==> src/core/mife_cfg.svh <==
// Register offsets, field positions, masks and reset values
`ifndef MIFE_CFG_SVH
`define MIFE_CFG_SVH
`define MIFE_OFS_PEND_LO    32'h0000_0000
`define MIFE_OFS_PEND_HI    32'h0000_0004
`define MIFE_OFS_EN_LO      32'h0000_0008
`define MIFE_OFS_EN_HI      32'h0000_000c
`define MIFE_OFS_EVT_STAT   32'h0000_0010
`define MIFE_OFS_EVT_CLR    32'h0000_0014
`define MIFE_OFS_EVT_EN     32'h0000_0018
`define MIFE_MASK_LO        16'hfffc
`define MIFE_MASK_HI        16'h07ff
`define MIFE_BIT_RTOS       10
`define MIFE_BIT_DLOG       9
`define MIFE_BIT_BERR       8
`define MIFE_BIT_VEC16      0
`define MIFE_BIT_VEC2       2
`define MIFE_RST_REG16      16'h0000
`define MIFE_EVT_REQ_LO     0
`define MIFE_EVT_REQ_HI     1
`define MIFE_EVT_ACK        2
`define MIFE_EVT_OVERRUN    3
`define MIFE_RST_EVT        4'h0
`define MIFE_RESP_OKAY      2'b00
`define MIFE_RESP_SLVERR    2'b10
`endif

==> src/core/mife_pkg.sv <==
// Types shared by the interrupt flag and enable block
package mife_pkg;
    typedef struct packed {
        logic [15:0] hi;
        logic [15:0] lo;
    } mife_pair_t;

    typedef struct packed {
        mife_pair_t  pend;
        mife_pair_t  en;
        logic [3:0]  evt;
        logic [3:0]  evt_en;
        mife_pair_t  serve;
        logic        irq;
        logic        aw_held;
        logic [31:0] aw_addr;
        logic        w_held;
        logic [31:0] w_data;
        logic [3:0]  w_strb;
        logic        awready;
        logic        wready;
        logic        bvalid;
        logic [1:0]  bresp;
        logic        arready;
        logic        rvalid;
        logic [31:0] rdata;
        logic [1:0]  rresp;
    } mife_state_t;
endpackage

==> src/core/mife_core.sv <==
// Maskable interrupt pending flags and enable masks with AXI4-Lite access
`timescale 1ns/1ps
`include "mife_cfg.svh"
// Operation
// RQ1: An arriving request sets its source's pending flag to one.
// RQ2: Writing one to a pending bit clears it, writing zero leaves it alone.
// RQ3: Writing back the value just read clears every flag that was pending.
// RQ4: A core acknowledge clears the matching pending flag.
// RQ5: A device reset clears both pending registers.
// RQ6: High pending bits 10, 9 and 8 are the rtos, datalog and buserror flags.
// RQ7: High pending bits 0 to 7 flag vectors 16 to 23.
// RQ8: Low pending bits 2 to 15 flag vectors 2 to 15, bits 1 and 0 reserved.
// RQ9: Reserved bits of all four registers read zero and ignore writes.
// RQ10: An enable bit at one enables its interrupt, at zero disables it.
// RQ11: A hardware reset clears every enable bit.
// RQ12: The software reset instruction leaves both enable registers alone.
// RQ13: Software should set the enables before clearing the global disable.
// RQ14: Enable bits mirror the pending layout and are all read/write.
// RQ15: With the global disable at one no maskable interrupt is taken.
// RQ16: An interrupt is served only when pending, enabled and not disabled.
module mife_core (
    input  wire logic               CORE_CLK,
    input  wire logic               RST_B,
    input  wire mife_pkg::mife_pair_t IRQ_REQ,
    input  wire mife_pkg::mife_pair_t IRQ_ACK,
    input  wire logic               GLOBAL_INTERRUPT_DISABLE,
    input  wire logic               SOFT_RESET,
    output mife_pkg::mife_pair_t    SERVICE,
    output logic                    IRQ,
    input  wire logic [31:0]        S_AXI_AWADDR,
    input  wire logic               S_AXI_AWVALID,
    output logic                    S_AXI_AWREADY,
    input  wire logic [31:0]        S_AXI_WDATA,
    input  wire logic [3:0]         S_AXI_WSTRB,
    input  wire logic               S_AXI_WVALID,
    output logic                    S_AXI_WREADY,
    output logic [1:0]              S_AXI_BRESP,
    output logic                    S_AXI_BVALID,
    input  wire logic               S_AXI_BREADY,
    input  wire logic [31:0]        S_AXI_ARADDR,
    input  wire logic               S_AXI_ARVALID,
    output logic                    S_AXI_ARREADY,
    output logic [31:0]             S_AXI_RDATA,
    output logic [1:0]              S_AXI_RRESP,
    output logic                    S_AXI_RVALID,
    input  wire logic               S_AXI_RREADY
);
    import mife_pkg::*;

    logic        rst_meta_r;
    logic        rst_n;
    mife_state_t s_r;
    mife_state_t s_nxt;
    logic        wr_fire;
    logic [15:0] wr_mask;
    logic [15:0] wr_val;
    logic        wr_known;
    mife_pair_t  w1c;
    mife_pair_t  req;
    mife_pair_t  ack;
    logic [3:0]  ev;

    // Async assert, synchronous release
    always_ff @(posedge CORE_CLK or negedge RST_B) begin
        if (!RST_B) begin
            rst_meta_r <= 1'b0;
            rst_n      <= 1'b0;
        end else begin
            rst_meta_r <= 1'b1;
            rst_n      <= rst_meta_r;
        end
    end

    // Only the low halfword is backed; upper lanes are ignored
    assign wr_fire = s_r.aw_held && s_r.w_held && !s_r.bvalid;
    assign wr_mask = {{8{s_r.w_strb[1]}}, {8{s_r.w_strb[0]}}};
    assign wr_val  = s_r.w_data[15:0] & wr_mask;
    assign wr_known = (s_r.aw_addr == `MIFE_OFS_PEND_LO)
                   || (s_r.aw_addr == `MIFE_OFS_PEND_HI)
                   || (s_r.aw_addr == `MIFE_OFS_EN_LO)
                   || (s_r.aw_addr == `MIFE_OFS_EN_HI)
                   || (s_r.aw_addr == `MIFE_OFS_EVT_STAT)
                   || (s_r.aw_addr == `MIFE_OFS_EVT_CLR)
                   || (s_r.aw_addr == `MIFE_OFS_EVT_EN);

    // Reserved positions masked off both sources and clears
    always_comb begin
        req.lo = IRQ_REQ.lo & `MIFE_MASK_LO;                    // [RQ8]
        req.hi = IRQ_REQ.hi & `MIFE_MASK_HI;                    // [RQ6] [RQ7]
        ack.lo = IRQ_ACK.lo & `MIFE_MASK_LO;
        ack.hi = IRQ_ACK.hi & `MIFE_MASK_HI;
        w1c.lo = 16'h0000;
        w1c.hi = 16'h0000;
        if (wr_fire && s_r.aw_addr == `MIFE_OFS_PEND_LO) begin
            w1c.lo = wr_val & `MIFE_MASK_LO;                    // [RQ2] [RQ9]
        end
        if (wr_fire && s_r.aw_addr == `MIFE_OFS_PEND_HI) begin
            w1c.hi = wr_val & `MIFE_MASK_HI;                    // [RQ2] [RQ9]
        end
        ev = 4'h0;
        ev[`MIFE_EVT_REQ_LO]  = |req.lo;
        ev[`MIFE_EVT_REQ_HI]  = |req.hi;
        ev[`MIFE_EVT_ACK]     = |((ack.lo & s_r.pend.lo)
                                 | (ack.hi & s_r.pend.hi));
        ev[`MIFE_EVT_OVERRUN] = |((req.lo & s_r.pend.lo)
                                 | (req.hi & s_r.pend.hi));
    end

    always_comb begin
        s_nxt = s_r;
        // Request beats a same-cycle clear or acknowledge
        s_nxt.pend.lo = (s_r.pend.lo & ~w1c.lo & ~ack.lo)       // [RQ3] [RQ4]
                      | req.lo;                                 // [RQ1]
        s_nxt.pend.hi = (s_r.pend.hi & ~w1c.hi & ~ack.hi)       // [RQ3] [RQ4]
                      | req.hi;                                 // [RQ1]
        if (SOFT_RESET) begin
            s_nxt.pend.lo = req.lo;
            s_nxt.pend.hi = req.hi;
        end
        s_nxt.evt = s_r.evt | ev;
        if (wr_fire) begin
            unique case (s_r.aw_addr)
                `MIFE_OFS_EN_LO: begin
                    s_nxt.en.lo = ((s_r.en.lo & ~wr_mask) | wr_val)
                                & `MIFE_MASK_LO;                // [RQ10] [RQ14]
                end
                `MIFE_OFS_EN_HI: begin
                    s_nxt.en.hi = ((s_r.en.hi & ~wr_mask) | wr_val)
                                & `MIFE_MASK_HI;                // [RQ10] [RQ14]
                end
                `MIFE_OFS_EVT_CLR: begin
                    s_nxt.evt = (s_r.evt & ~wr_val[3:0]) | ev;
                end
                `MIFE_OFS_EVT_EN: begin
                    if (s_r.w_strb[0]) begin
                        s_nxt.evt_en = s_r.w_data[3:0];
                    end
                end
                default: begin
                end
            endcase
        end
        // Soft reset leaves en untouched on purpose              [RQ12]
        s_nxt.serve.lo = s_nxt.pend.lo & s_nxt.en.lo            // [RQ16]
                       & {16{~GLOBAL_INTERRUPT_DISABLE}};       // [RQ15]
        s_nxt.serve.hi = s_nxt.pend.hi & s_nxt.en.hi            // [RQ16]
                       & {16{~GLOBAL_INTERRUPT_DISABLE}};       // [RQ15]
        s_nxt.irq = |(s_nxt.evt & s_nxt.evt_en);

        // Write channel: address and data latched in either order
        if (S_AXI_AWVALID && s_r.awready) begin
            s_nxt.aw_held = 1'b1;
            s_nxt.aw_addr = S_AXI_AWADDR;
        end
        if (S_AXI_WVALID && s_r.wready) begin
            s_nxt.w_held = 1'b1;
            s_nxt.w_data = S_AXI_WDATA;
            s_nxt.w_strb = S_AXI_WSTRB;
        end
        if (s_r.bvalid && S_AXI_BREADY) begin
            s_nxt.bvalid = 1'b0;
        end
        if (wr_fire) begin
            s_nxt.aw_held = 1'b0;
            s_nxt.w_held  = 1'b0;
            s_nxt.bvalid  = 1'b1;
            s_nxt.bresp   = wr_known ? `MIFE_RESP_OKAY : `MIFE_RESP_SLVERR;
        end
        s_nxt.awready = !s_nxt.aw_held && !s_nxt.bvalid;
        s_nxt.wready  = !s_nxt.w_held && !s_nxt.bvalid;

        // Read channel: one outstanding read, data one edge after address
        if (s_r.rvalid && S_AXI_RREADY) begin
            s_nxt.rvalid = 1'b0;
        end
        if (S_AXI_ARVALID && s_r.arready) begin
            s_nxt.rvalid = 1'b1;
            s_nxt.rresp  = `MIFE_RESP_OKAY;
            s_nxt.rdata  = 32'h0000_0000;                       // [RQ9]
            unique case (S_AXI_ARADDR)
                `MIFE_OFS_PEND_LO:  s_nxt.rdata[15:0] = s_r.pend.lo;
                `MIFE_OFS_PEND_HI:  s_nxt.rdata[15:0] = s_r.pend.hi;
                `MIFE_OFS_EN_LO:    s_nxt.rdata[15:0] = s_r.en.lo;
                `MIFE_OFS_EN_HI:    s_nxt.rdata[15:0] = s_r.en.hi;
                `MIFE_OFS_EVT_STAT: s_nxt.rdata[3:0]  = s_r.evt;
                `MIFE_OFS_EVT_CLR:  s_nxt.rdata[3:0]  = 4'h0;
                `MIFE_OFS_EVT_EN:   s_nxt.rdata[3:0]  = s_r.evt_en;
                default:            s_nxt.rresp = `MIFE_RESP_SLVERR;
            endcase
        end
        s_nxt.arready = !s_nxt.rvalid;
    end

    // Flags and enables both start at zero out of reset
    always_ff @(posedge CORE_CLK or negedge rst_n) begin
        if (!rst_n) begin
            s_r         <= '0;
            s_r.pend.lo <= `MIFE_RST_REG16;                     // [RQ5]
            s_r.pend.hi <= `MIFE_RST_REG16;                     // [RQ5]
            s_r.en.lo   <= `MIFE_RST_REG16;                     // [RQ11]
            s_r.en.hi   <= `MIFE_RST_REG16;                     // [RQ11]
            s_r.evt     <= `MIFE_RST_EVT;
            s_r.evt_en  <= `MIFE_RST_EVT;
        end else begin
            s_r <= s_nxt;
        end
    end

    assign SERVICE       = s_r.serve;
    assign IRQ           = s_r.irq;
    assign S_AXI_AWREADY = s_r.awready;
    assign S_AXI_WREADY  = s_r.wready;
    assign S_AXI_BVALID  = s_r.bvalid;
    assign S_AXI_BRESP   = s_r.bresp;
    assign S_AXI_ARREADY = s_r.arready;
    assign S_AXI_RVALID  = s_r.rvalid;
    assign S_AXI_RDATA   = s_r.rdata;
    assign S_AXI_RRESP   = s_r.rresp;
endmodule

==> config.mk <==
export PLATFORM = sky130hd
export DESIGN_NAME = mife_core
export DESIGN_NICKNAME = d
export VERILOG_FILES = /design/src/core/mife_pkg.sv /design/src/core/mife_core.sv
export VERILOG_INCLUDE_DIRS = /design/src /design/src/core
export SDC_FILE = /design/constraint.sdc
export NUM_CORES = 1
export LEC_CHECK = 0
export BUFFER_PORTS_ARGS = -buffer_cell sky130_fd_sc_hd__buf_2
export CORE_MARGIN = 2
export CORE_UTILIZATION = 52
export DETAILED_ROUTE_END_ITERATION = 10
export PLACE_DENSITY = 0.8
export SLEW_MARGIN = 20
export SYNTH_ARGS = -nofsm -noshare
export SYNTH_HDL_FRONTEND = slang
export SYNTH_SLANG_ARGS = --single-unit
==> constraint.sdc <==
create_clock -name CORE_CLK -period 7.7 [get_ports CORE_CLK]
set_input_delay 0.77 -clock CORE_CLK [delete_from_list [all_inputs] [get_ports CORE_CLK]]
set_output_delay 0.77 -clock CORE_CLK [all_outputs]
set_load 0.05 [all_outputs]
==> flow_metrics.py <==
metrics = {
    "grt": {
        "grt_pass1_vias": 6009,
        "grt_max_degree": 78,
        "grtUsageTotal": 0.2601,
        "grt_pass1_wl_um": 33080,
        "antenna_found_initial": 3,
        "grt-ovfl-total": 0,
    },
    "power": {
        "p_sw_mw": 0.7978,
        "ir_drop_uv": 201.8,
        "seq_power_share": 0.505,
        "leakage_nw": 4.765,
        "clock_power_share": 0.320,
        "comb_power_share": 0.175,
        "swShare": 0.3078,
        "power.internal_mw": 1.794,
        "p_per_area_nw_per_um2": 267.1,
    },
    "routing": {
        "post-route-drc-count": 0,
        "drt_iter0_drc": 573,
        "vias": 6125,
        "wire_per_inst_um": 20.71,
        "ant_nets": 0,
        "wirelength_um": 21460,
        "drtPass1Iterations": 7,
        "viasPerCell": 5.912,
    },
    "worst_setup_path": {
        "critical_path_required_ns": 8.02,
        "critPathMaxFanout": 33,
        "cp_data_arrival_time_ns": 3.29,
        "worst-r2r-cell-count": 7,
        "regToRegSetupSlack_ns": 4.73,
        "end_kind": "flop",
        "critPathKind": "flop to flop",
        "cp-start-kind": "flop",
    },
    "cts": {
        "post_cts_buffers": 0,
        "htree_levels": 4,
        "cts-buffers-inserted": 17,
        "worstSkewPairLatency_ns": 0.43,
        "clock_path_buffers": 2,
        "hold_buffers": 0,
        "cts.sinks": 182,
        "clk_pin_slew_ns": 0.07,
        "cts_tree": "done",
        "cts_resized": 0,
        "cts_root_buf": "clkbuf_16",
    },
    "floorplanning": {
        "fp.coreArea_sq_um": 15830,
        "dieHeight_um": 131.1,
        "pin_count": 247,
        "die_area_sq_um": 17180,
        "die_w_um": 131.1,
        "initial_utilization": 0.5305,
        "rows": 46,
    },
    "sta": {
        "setup_viol": 0,
        "rsz0062_at_grt": "no",
        "setup_tns_ns": 0,
        "hold_violations": 0,
        "clock_skew_ns": 0.008687,
        "max_freq_ghz": 0.3368,
        "slew_headroom": 0.2350,
        "maxSlewViolCount": 0,
        "layout_min_cycle_time_ns": 2.969,
        "worst_pin_slew_ns": 1.148,
        "period_share": 0.3856,
    },
    "finish": {
        "largest-register": "s_r",
        "fillers": 1290,
        "instances_no_fill": 1036,
        "largest_register_ffs": 124,
        "final_util": 0.6130,
        "nNetsFinal": 977,
        "finish.instance_area_sq_um": 9703,
        "drive_above_1_share": 0.3868,
        "syn2layout_area_growth_pct": 15.56,
    },
    "logic_synthesis": {
        "yosys.area_share.adder": 0,
        "synth_cell_types": 46,
        "post-synth-top-area-fraction": 0.5424,
        "yosys-top-cells-area": "dfrtp_1 54%, mux2_2 8.2%, buf_4 6.3%, mux4_2 3.8%, mux2_1 3.0%",
        "synth_edf_count": 0,
        "avgSynthCellArea_sq_um": 12.63,
        "ys_seq_area_frac": 0.5424,
        "synth_area_leader_cell": "dfrtp_1",
        "synth-seq-cells": 182,
        "synth_warnings": 0,
        "synthMuxAreaShare": 0.1489,
        "synth_ff_type": "dfrtp_1",
        "synthArstFlopShare": 1.000,
        "synth_top_family_by_area": "simple AND/OR/NAND/NOR gates",
        "synth_compound_area_frac": 0.07704,
        "synth-simple-area-share": 0.1538,
        "syn_area_sq_um": 8397,
        "synth-xor-area-share": 0,
        "syn_inst": 665,
    },
    "worst_hold_path": {
        "hp-class": "primary input to asynchronous set/reset pin",
    },
    "placed_design": {
        "hpwl_um": 15900,
        "port_buffers": 196,
        "gp_congestion": 0.9503,
        "dp_cells": 1001,
        "place_area_sq_um": 9129,
    },
    "run": {
        "max-cap-violations": 0,
    },
    "status": {
        "outcome": "finished, final reports clean",
    },
}
-- Yosys cell counts, types with 6 or more instances --
library cell,count
nor3_1,7
dfrtp_1,182
clkbuf_1,24
and3b_1,27
a21o_1,28
a221oi_1,10
nor2_1,6
buf_4,70
nand4_1,31
a222oi_1,6
nor2b_1,8
a22o_1,13
nor3b_1,25
mux2_2,61
and2_1,9
o21ai_0,7
nand2_1,22
and3_1,11
nor4_1,19
o21ai_1,10
nand3_1,20
mux4_2,14
mux2_1,22
-- path summary, 6_finish.rpt --
path / from / endpoint
hold / removal: RST_B / rst_n
setup / recovery: s_r[83] / SERVICE[12]
setup reg to reg: s_r[83] / SERVICE[12]
min in group CORE_CLK: rst_meta_r / rst_n
hold reg to reg: rst_n / SERVICE[8]
max in group asynchronous: rst_n / S_AXI_RDATA[0]
-- placed cells by master (no fill, tap or decap), types with 19 or more instances in the layout --
| cell type | instances |
|---|---|
| nand2_1 | 22 |
| and3b_1 | 27 |
| buf_2 | 196 |
| nand3_1 | 20 |
| dfrtp_1 | 181 |
| nand4_1 | 31 |
| mux2_2 | 61 |
| conb_1 | 19 |
| mux2_1 | 22 |
| nor3b_1 | 25 |
| a21o_1 | 28 |
-- stage by stage --
stage / worst slack, ns / total power [mW] / hold WS (ns)
final: 4.731 / 2.592 / 0.1054
after global routing: 4.577 / 2.704 / 0.08872
after CTS: 4.731 / 2.599 / 0.09160
after detailed placement: 4.750 / 1.771 / 0.3058
after global placement: 4.765 / 1.754 / 0.3024
after floorplan: 2.253 / 1.601 / 0.3312
-- logic make-up after synthesis --
group,after synthesis
AND/OR/NAND/NOR,198
other,2
AO/OA/AOI/OAI,86
buffers and inverters,100
flip-flops,182
multiplexers,97
-- power by group through the flow --
stage | logic (mW) | registers (mW) | clock network, mW
after floorplan | 0.326 | 1.28 | 0
after global placement | 0.443 | 1.31 | 0
after detailed placement | 0.453 | 1.32 | 0
final | 0.453 | 1.31 | 0.829
after CTS | 0.455 | 1.30 | 0.842
after global routing | 0.490 | 1.33 | 0.879
-- routing by layer --
metal	vias up	global-route usage	part of all wire
met4	2	0.09512	0.025
met3	41	0.06128	0.085
met2	318	0.3996	0.46
li1	2683	-	-
met5	-	0	0.00061
met1	3081	0.3649	0.43
-- layout make-up --
type | instances | area [sq um] | area share
diodes | 3 | 7.507 | 0.0007737
clock buffers | 23 | 488.0 | 0.05029
flip-flops and latches | 182 | 4558 | 0.4698
well taps | 216 | 270.3 | 0.02785
repair buffers | 201 | 1018 | 0.1050
clock inverters | 9 | 78.83 | 0.008124
multi-input cells | 400 | 3274 | 0.3375
inverters | 2 | 7.507 | 0.0007737
-- worst max-delay path: stages, from the launching register on --
cell,delay [ns]
dfrtp_1,0.38
nor4_1,0.40
nand4_2,0.31
nor3_4,0.23
buf_4,0.38
and3_1,0.57
mux2_1,0.39
and3b_1,0.19
No activity file was read; power rests on OpenSTA's default activity.
